===== config.mk =====
export PLATFORM = sky130hd
export DESIGN_NAME = twsp_core
export DESIGN_NICKNAME = d
export VERILOG_FILES = /design/src/design/twsp_core.v
export VERILOG_INCLUDE_DIRS = /design/src /design/src/shared
export SDC_FILE = /design/constraint.sdc
export NUM_CORES = 1
export LEC_CHECK = 0
export BUFFER_PORTS_ARGS = -buffer_cell sky130_fd_sc_hd__buf_4
export CAP_MARGIN = 20
export CORE_ASPECT_RATIO = 0.6
export CORE_MARGIN = 4
export CORE_UTILIZATION = 50
export CTS_CLUSTER_SIZE = 24
export DETAILED_ROUTE_END_ITERATION = 7
export PLACE_DENSITY = 0.77
export SLEW_MARGIN = 20
export SYNTH_ARGS = -nofsm -noshare
export SYNTH_HDL_FRONTEND = slang
export SYNTH_SLANG_ARGS = --single-unit

===== constraint.sdc =====
create_clock -name clk_sys_i -period 2 [get_ports clk_sys_i]
set_input_delay 0.4 -clock clk_sys_i [delete_from_list [all_inputs] [get_ports clk_sys_i]]
set_output_delay 0.4 -clock clk_sys_i [all_outputs]
set_load 0.03 [all_outputs]

===== src/shared/twsp_regs.vh =====
`ifndef TWSP_REGS_VH
`define TWSP_REGS_VH
// Register word offsets (byte addresses on the bus).
`define TWSP_OFS_CTRL1 6'h00
`define TWSP_OFS_CTRL2 6'h04
`define TWSP_OFS_STATUS 6'h08
`define TWSP_OFS_BUF 6'h0c
`define TWSP_OFS_ADDR 6'h10
// Status field positions.
`define TWSP_ST_SLEW 7
`define TWSP_ST_SMBUS 6
`define TWSP_ST_DATA 5
`define TWSP_ST_STOP 4
`define TWSP_ST_START 3
`define TWSP_ST_READ 2
`define TWSP_ST_UPDADDR 1
`define TWSP_ST_FULL 0
// Control one field positions.
`define TWSP_C1_WRITE_COLLISION_FLAG 7
`define TWSP_C1_OVF 6
`define TWSP_C1_EN 5
`define TWSP_C1_REL 4
// Role codes.
`define TWSP_ROLE_S7 4'h6
`define TWSP_ROLE_S10 4'h7
`define TWSP_ROLE_M 4'h8
// Reset values.
`define TWSP_RST_CTRL1 8'h00
`define TWSP_RST_CTRL2 8'h00
`define TWSP_RST_STATUS 8'h00
`define TWSP_RST_ADDR 8'h00
// General call address byte.
`define TWSP_GCALL 8'h00
`endif


===== src/design/twsp_core.v =====
// How it works
// - Master and slave roles, general call recognised.
// - Seven and ten bit slave addressing.
// - Start and stop detection raise events.
// - Only clock and data lines carry traffic.
// - Shift register hidden from software.
// - Both control registers read and write.
// - Status low six read-only, top two writable.
// - Slave role compares own address register.
// - Master uses low seven bits as reload.
// - Completed byte goes to buffer, flag set.
// - Buffer write loads buffer, and shifter only when not shifting out.
// - Status bit seven selects slew control.
// - Status bit six enables bus thresholds.
// - Role field selects slave7, slave10, master.
// - Sticky overflow when unread byte overwritten.
// - Sticky collision on write while shifting out.
`timescale 1ns/10ps
`default_nettype none
`include "twsp_regs.vh"
module twsp_core #(
   parameter RELOAD_W = 7
) (
   input wire clk_sys_i,
   input wire sys_rst_i,
   input wire wb_cyc_i,
   input wire wb_stb_i,
   input wire wb_we_i,
   input wire [5:0] wb_adr_i,
   input wire [3:0] wb_sel_i,
   input wire [31:0] wb_dat_i,
   output reg [31:0] wb_dat_o,
   output reg wb_ack_o,
   output reg wb_err_o,
   input wire scl_i,
   output reg scl_o,
   output reg scl_oe_o,
   input wire sda_i,
   output reg sda_o,
   output reg sda_oe_o,
   output reg port_event_flag_o,
   output reg slew_limit_o,
   output reg smbus_levels_o
);
   localparam ST_IDLE = 4'h1;
   localparam ST_ADDR = 4'h2;
   localparam ST_DATA = 4'h4;
   localparam ST_WAIT = 4'h8;

   reg [7:0] port_control_one;
   reg [7:0] port_control_two;
   reg [7:0] serial_port_status;
   reg [7:0] transfer_buffer;
   reg [7:0] address_or_reload;
   reg [7:0] bit_shifter;
   reg [2:0] scl_s;
   reg [2:0] sda_s;
   reg scl_q;
   reg sda_q;
   reg scl_prev;
   reg sda_prev;
   reg [3:0] state;
   reg [3:0] bit_cnt;
   reg tx_busy;
   reg hi_addr;
   reg [RELOAD_W+1:0] brg_cnt;
   reg brg_tick;
   reg [1:0] m_phase;

   wire en = port_control_one[`TWSP_C1_EN];
   wire [3:0] role = port_control_one[3:0];
   wire is_slave = (role == `TWSP_ROLE_S7) || (role == `TWSP_ROLE_S10);
   wire is_master = (role == `TWSP_ROLE_M);
   wire bus_req = wb_cyc_i && wb_stb_i && !wb_ack_o && !wb_err_o;
   wire wr = bus_req && wb_we_i && wb_sel_i[0];
   wire rd = bus_req && !wb_we_i;
   wire map_hit = (wb_adr_i == `TWSP_OFS_CTRL1) ||
      (wb_adr_i == `TWSP_OFS_CTRL2) || (wb_adr_i == `TWSP_OFS_STATUS) ||
      (wb_adr_i == `TWSP_OFS_BUF) || (wb_adr_i == `TWSP_OFS_ADDR);
   wire buf_wr = wr && (wb_adr_i == `TWSP_OFS_BUF);
   wire buf_rd = rd && (wb_adr_i == `TWSP_OFS_BUF);
   wire scl_rise = scl_q && !scl_prev;
   wire scl_fall = !scl_q && scl_prev;
   wire start_det = en && scl_q && scl_prev && sda_prev && !sda_q;
   wire stop_det = en && scl_q && scl_prev && !sda_prev && sda_q;
   wire [7:0] rx_byte = {bit_shifter[6:0], sda_q};
   wire byte_done = scl_rise && (bit_cnt == 4'h7) &&
      ((state == ST_ADDR) || (state == ST_DATA));
   wire addr7_hit = (rx_byte[7:1] == address_or_reload[7:1]);
   wire addr10_hit = (rx_byte[7:3] == 5'h1e) &&
      (rx_byte[2:1] == address_or_reload[2:1]);
   wire gcall_hit = (rx_byte == `TWSP_GCALL);
   wire addr_hit = gcall_hit || ((role == `TWSP_ROLE_S7) ? addr7_hit :
      (hi_addr ? (rx_byte == address_or_reload) : addr10_hit));

   always @(posedge clk_sys_i) begin
      if (sys_rst_i) begin
         scl_s <= 3'h7;
         sda_s <= 3'h7;
         scl_q <= 1'b1;
         sda_q <= 1'b1;
         scl_prev <= 1'b1;
         sda_prev <= 1'b1;
      end else begin
         scl_s <= {scl_s[1:0], scl_i};
         sda_s <= {sda_s[1:0], sda_i};
         if (scl_s[1] == scl_s[2]) begin
            scl_q <= scl_s[2];
         end
         if (sda_s[1] == sda_s[2]) begin
            sda_q <= sda_s[2];
         end
         scl_prev <= scl_q;
         sda_prev <= sda_q;
      end
   end

   always @(posedge clk_sys_i) begin
      if (sys_rst_i || !is_master || !en) begin
         brg_cnt <= {(RELOAD_W+2){1'b0}};
         brg_tick <= 1'b0;
      end else if (brg_cnt == {address_or_reload[RELOAD_W-1:0], 2'b11}) begin
         brg_cnt <= {(RELOAD_W+2){1'b0}};
         brg_tick <= 1'b1;
      end else begin
         brg_cnt <= brg_cnt + 1'b1;
         brg_tick <= 1'b0;
      end
   end

   always @(posedge clk_sys_i) begin
      if (sys_rst_i) begin
         port_control_one <= `TWSP_RST_CTRL1;
         port_control_two <= `TWSP_RST_CTRL2;
         serial_port_status <= `TWSP_RST_STATUS;
         transfer_buffer <= 8'h00;
         address_or_reload <= `TWSP_RST_ADDR;
         bit_shifter <= 8'h00;
         state <= ST_IDLE;
         bit_cnt <= 4'h0;
         tx_busy <= 1'b0;
         hi_addr <= 1'b0;
         m_phase <= 2'h0;
         wb_ack_o <= 1'b0;
         wb_err_o <= 1'b0;
         wb_dat_o <= 32'h0;
         scl_o <= 1'b0;
         scl_oe_o <= 1'b0;
         sda_o <= 1'b0;
         sda_oe_o <= 1'b0;
         port_event_flag_o <= 1'b0;
         slew_limit_o <= 1'b0;
         smbus_levels_o <= 1'b0;
      end else begin
         wb_ack_o <= bus_req && map_hit;
         wb_err_o <= bus_req && !map_hit;
         port_event_flag_o <= 1'b0;
         slew_limit_o <= !serial_port_status[`TWSP_ST_SLEW];
         smbus_levels_o <= serial_port_status[`TWSP_ST_SMBUS];
         if (rd) begin
            case (wb_adr_i)
               `TWSP_OFS_CTRL1: wb_dat_o <= {24'h0, port_control_one};
               `TWSP_OFS_CTRL2: wb_dat_o <= {24'h0, port_control_two};
               `TWSP_OFS_STATUS: wb_dat_o <= {24'h0, serial_port_status};
               `TWSP_OFS_BUF: wb_dat_o <= {24'h0, transfer_buffer};
               `TWSP_OFS_ADDR: wb_dat_o <= {24'h0, address_or_reload};
               default: wb_dat_o <= 32'h0;
            endcase
         end
         if (wr && wb_adr_i == `TWSP_OFS_CTRL1) begin
            port_control_one <= wb_dat_i[7:0];
         end
         if (wr && wb_adr_i == `TWSP_OFS_CTRL2) begin
            port_control_two <= wb_dat_i[7:0];
         end
         // only top two status bits writable
         if (wr && wb_adr_i == `TWSP_OFS_STATUS) begin
            serial_port_status[7:6] <= wb_dat_i[7:6];
         end
         if (wr && wb_adr_i == `TWSP_OFS_ADDR) begin
            address_or_reload <= wb_dat_i[7:0];
            serial_port_status[`TWSP_ST_UPDADDR] <= 1'b0;
         end
         if (buf_rd) begin
            serial_port_status[`TWSP_ST_FULL] <= 1'b0;
         end
         if (buf_wr) begin
            transfer_buffer <= wb_dat_i[7:0];
            if (tx_busy) begin
               port_control_one[`TWSP_C1_WRITE_COLLISION_FLAG] <= 1'b1;
            end else begin
               bit_shifter <= wb_dat_i[7:0];
               tx_busy <= 1'b1;
               bit_cnt <= 4'h0;
               serial_port_status[`TWSP_ST_FULL] <= 1'b1;
            end
         end
         if (start_det) begin
            serial_port_status[`TWSP_ST_START] <= 1'b1;
            serial_port_status[`TWSP_ST_STOP] <= 1'b0;
            port_event_flag_o <= 1'b1;
            state <= ST_ADDR;
            bit_cnt <= 4'h0;
            hi_addr <= 1'b0;
         end else if (stop_det) begin
            serial_port_status[`TWSP_ST_STOP] <= 1'b1;
            serial_port_status[`TWSP_ST_START] <= 1'b0;
            port_event_flag_o <= 1'b1;
            state <= ST_IDLE;
            tx_busy <= 1'b0;
            sda_oe_o <= 1'b0;
         end else if (!en) begin
            state <= ST_IDLE;
            tx_busy <= 1'b0;
            sda_oe_o <= 1'b0;
            scl_oe_o <= 1'b0;
            serial_port_status[`TWSP_ST_STOP] <= 1'b0;
            serial_port_status[`TWSP_ST_START] <= 1'b0;
         end else begin
            case (state)
               ST_IDLE: begin
                  sda_oe_o <= 1'b0;
               end
               ST_ADDR, ST_DATA: begin
                  if (scl_rise && !byte_done) begin
                     bit_shifter <= rx_byte;
                     bit_cnt <= bit_cnt + 4'h1;
                  end
                  // The acknowledge pull must end on the slot's falling clock.
                  if (scl_fall) begin
                     sda_oe_o <= tx_busy && !bit_shifter[7];
                  end
                  if (byte_done) begin
                     bit_cnt <= 4'h0;
                     state <= ST_WAIT;
                     if (tx_busy) begin
                        tx_busy <= 1'b0;
                        port_event_flag_o <= 1'b1;
                     end else if (state == ST_DATA || addr_hit) begin
                        transfer_buffer <= rx_byte;
                        port_event_flag_o <= 1'b1;
                        serial_port_status[`TWSP_ST_FULL] <= 1'b1;
                        if (serial_port_status[`TWSP_ST_FULL]) begin
                           port_control_one[`TWSP_C1_OVF] <= 1'b1;
                        end
                        // data or address, read or write
                        serial_port_status[`TWSP_ST_DATA] <=
                           (state == ST_DATA);
                        if (state == ST_ADDR && !hi_addr) begin
                           serial_port_status[`TWSP_ST_READ] <= rx_byte[0];
                        end
                        if (role == `TWSP_ROLE_S10 && state == ST_ADDR) begin
                           serial_port_status[`TWSP_ST_UPDADDR] <= 1'b1;
                        end
                     end else begin
                        state <= ST_IDLE;
                     end
                  end
               end
               ST_WAIT: begin
                  // Acknowledge slot: slave role pulls data low unless the read status bit is set.
                  if (scl_fall) begin
                     sda_o <= 1'b0;
                     sda_oe_o <= is_slave && !serial_port_status[2];
                  end
                  if (scl_rise) begin
                     hi_addr <= (role == `TWSP_ROLE_S10) && !hi_addr;
                     if (role == `TWSP_ROLE_S10 && !hi_addr &&
                        !serial_port_status[`TWSP_ST_DATA]) begin
                        state <= ST_ADDR;
                     end else begin
                        state <= ST_DATA;
                     end
                  end
               end
               default: state <= ST_IDLE;
            endcase
         end
         // master clock drive from role select
         if (en && is_master && brg_tick) begin
            m_phase <= m_phase + 2'h1;
            scl_o <= 1'b0;
            scl_oe_o <= tx_busy && !m_phase[1];
         end else if (!en || !is_master) begin
            scl_oe_o <= is_slave && en && !port_control_one[`TWSP_C1_REL];
         end
      end
   end
endmodule
`default_nettype wire


==> summary.md <==
| Metric | Value |
|---|---|
| Status | complete, but fails checks |
| Violated checks | negative setup slack |
| Unique masters post-synth | 56 |
| Synth area leaders | dfxtp_1 (43%), mux2i_1 (7.8%), nor2_1 (6.6%), buf_4 (4.9%), xnor2_1 (3.7%) |
| Clock sinks | 95 |
| Crit-path slowest cell | or4_4 |
| Least-Margin Pin Slew | 610 ps |
| Routed metal-1 wire length | 5580 um |
| Highest-count cells in the layout ignoring fill and taps | buf_4 (94), dfxtp_1 (85), nor2_1 (74) |
| Routed met2 length | 5500 um |
| Drt first pass iters | 5 |
| Die area | 10600 um2 |
| Initial antenna violation count | 0 |
| Asr flop ratio synth | 0 |
| Seq/Total Area, Yosys | 0.426 |
| FP Rows | 26 |
| Ant diodes | 0 |
| Avg Cell Area, Syn | 8.85 um2 |
| Synth-to-layout area growth | 25.7% |
| Via count | 4040 |
| Commonest non-fill, non-tap cell in the layout | buf_4 |
| Relative slew margins | 0.591 |
| Number of buffers created by CTS | 9 |
| Clock latency on the worst-skew pair | 340 ps |
| Fin Setup TNS | -170 ps |
| Slowest stage delay, CP | 560 ps |
| Overflow after GRT | 0 |
| Io pins | 90 |
| Fmax | 481 MHz |
| Largest area contributor in the netlist | dfxtp_1 |
| Share of layout cells above drive strength 1 | 0.261 |
| Arr. time, crit path | 2360 ps |
| EDFF count, synth | 0 |
| Synthesized cell area | 4470 um2 |
| Die span in y | 81.2 um |
| Tcrit/Tclk final | 1.04 |
| TritonCTS clock tree | yes |
| Detailed Place HPWL | 9160 um |
| Final setup viols | 5 |
| Commonest register cell after synthesis | dfxtp_1 |
| WL/cell | 18.0 um |
| Crit path cell chain | xnor2_2, nand3_1, or4_4, a21bo_1, or4_1, a21oi_2 |
| Layout Cells excl Fill | 709 |
| Pin count of the biggest net entering global routing | 40 |
| First-pass GRT wire length | 19700 um |
| Slew Limit Fails | 0 |
| Met3 wire len | 1510 um |
| WP data required | 2280 ps |
| Clock buffer depth | 2 |
| Clk root buf | clkbuf_16 |
| # nets final | 644 |
| Worst setup path category | reg -> reg |
| Synthesis Warnings | 0 |
| Uppermost layer routed | met4 |
| PD cells | 670 nW/um2 |
| Hold Vio Cnt, Final | 0 |
| CORE AREA | 8590 um2 |
| All-Layer GR Usage | 0.244 |
| P_leak | 2.20 nW |
| Final setup skew | 5.26 ps |
| Period minus WS final | 2080 ps |
| Setup WS post-layout | -80.3 ps |
| Max H-tree Level | 3 |
| Placed Cells | 693 |
| Vias in the first global route | 3850 |
| Total power | 0.00376 W |
| Drt total wl | 12800 um |
| Worst VDD drop | 0.503 mV |
| Worst setup SP type | flop |
| DRC | 0 |
| Mapped Cells | 505 |
| Gpl congestion | 0.927 |
| Synth top area share | 0.426 |
| CP max FO | 2 |
| Max-Cap Viols | 0 |
| First DRT Iteration DRCs | 356 |
| Initial Utilization | 0.520 |
| Worst path top cell family by delay | simple AND/OR/NAND/NOR gates |
| Hold Path Class | in -> reg |
| ANT nets after route | 0 |
| RSZ-0062 raised after global routing | true |
| DR vias/cell | 5.70 |
| Crit. End Element | flop |
| Crit path buf inv count | 0 |
| Clk slew on worst S/H paths | 60 ps |
| Die Width | 130 um |
| #FFs+latches synth | 95 |
| # port buffers | 36 |
[worst paths after layout]
path | from | endpoint | slack [ps] | cells past startpoint
max | address_or_reload[7] | serial_port_status[2] | -80 | 6
min | scl_i | scl_s[0] | 240 | 2
max reg2reg | address_or_reload[7] | serial_port_status[2] | -80 | 6
min reg2reg | sda_s[0] | sda_s[1] | 410 | 1
[worst reg2reg max path: stages, from the launching register on]
cell and delay, ps:
dfxtp_2 350, xnor2_2 170, nand3_1 100, or4_4 560, a21bo_1 220, or4_1 490
a21oi_2 120
[power by group]
group,internal (W),switching [W]
Combinational,0.0000536,0.000144
Sequential,0.00190,0.00000323
Clock,0.000958,0.000706
Total,0.00291,0.000854
[layout make-up]
cell class / count / area [um2]
Inverter: 8 / 30.0
Timing Repair Buffer: 100 / 800
Multi-Input combinational cell: 379 / 2440
Fill cell: 698 / 2970
Sequential cell: 95 / 1920
Clock inverter: 4 / 47.5
Clock buffer: 11 / 233
Tap cell: 112 / 140
[flip-flops by register name (all words and copies together), names as in the netlist, 2 cells and up]
name and cells:
transfer_buffer 8, sda_s 3, brg_cnt 9, bit_shifter 8, port_control_two 8, wb_dat_o 8
state 4, bit_cnt 4, serial_port_status 8, scl_s 3, m_phase 2, address_or_reload 8
port_control_one 8
[synth_stat cells, drive strengths merged (9+ instances only)]
cell / count
xnor2: 19
nor2: 78
nand2: 41
clkbuf: 16
mux2i: 35
nand3: 12
buf: 32
o21ai: 9
a21oi: 27
or2: 11
dfxtp: 95
a22oi: 9
a211oi: 12
[per-stage QoR]
stage               hold slack [ps]  utilization  area, um2  worst slack, ps
global route                    243        0.654       5610             -113
floorplan                       389            -       4600            -66.4
detailed placement              392        0.607       5210             -251
CTS                             236        0.646       5550            -61.5
finish                          238        0.654       5610            -80.3
global placement                394        0.607       5210             -245
[routing by layer]
metal / vias to the layer above / track usage
li1: 1914 / -
met1: 1901 / 0.337
met2: 205 / 0.354
met3: 20 / 0.0834
met4: 0 / 0.0871
met5: - / 0
[cell families (layout without fill, tap and decap cells)]
| group | Yosys count | after routing | synth area share |
|---|---|---|---|
| xor+xnor | 27 | 27 | 0.0529 |
| buf+inv | 56 | 123 | 0.0737 |
| fa+ha+maj | 2 | 2 | 0.00560 |
| compound gates | 98 | 98 | 0.154 |
| flops | 95 | 95 | 0.426 |
| mux | 35 | 35 | 0.0784 |
| simple gates | 191 | 191 | 0.209 |
| other cells | 1 | 26 | 0.000840 |
[what timing repair did]
item,4_1_cts,5_1_grt
resized for setup,11,18
buffers inserted,1,0
setup endpoints to repair,12,20
hold buffers,0,0
pin swaps,6,2
Note: power is estimated with default switching activity, not from simulation.
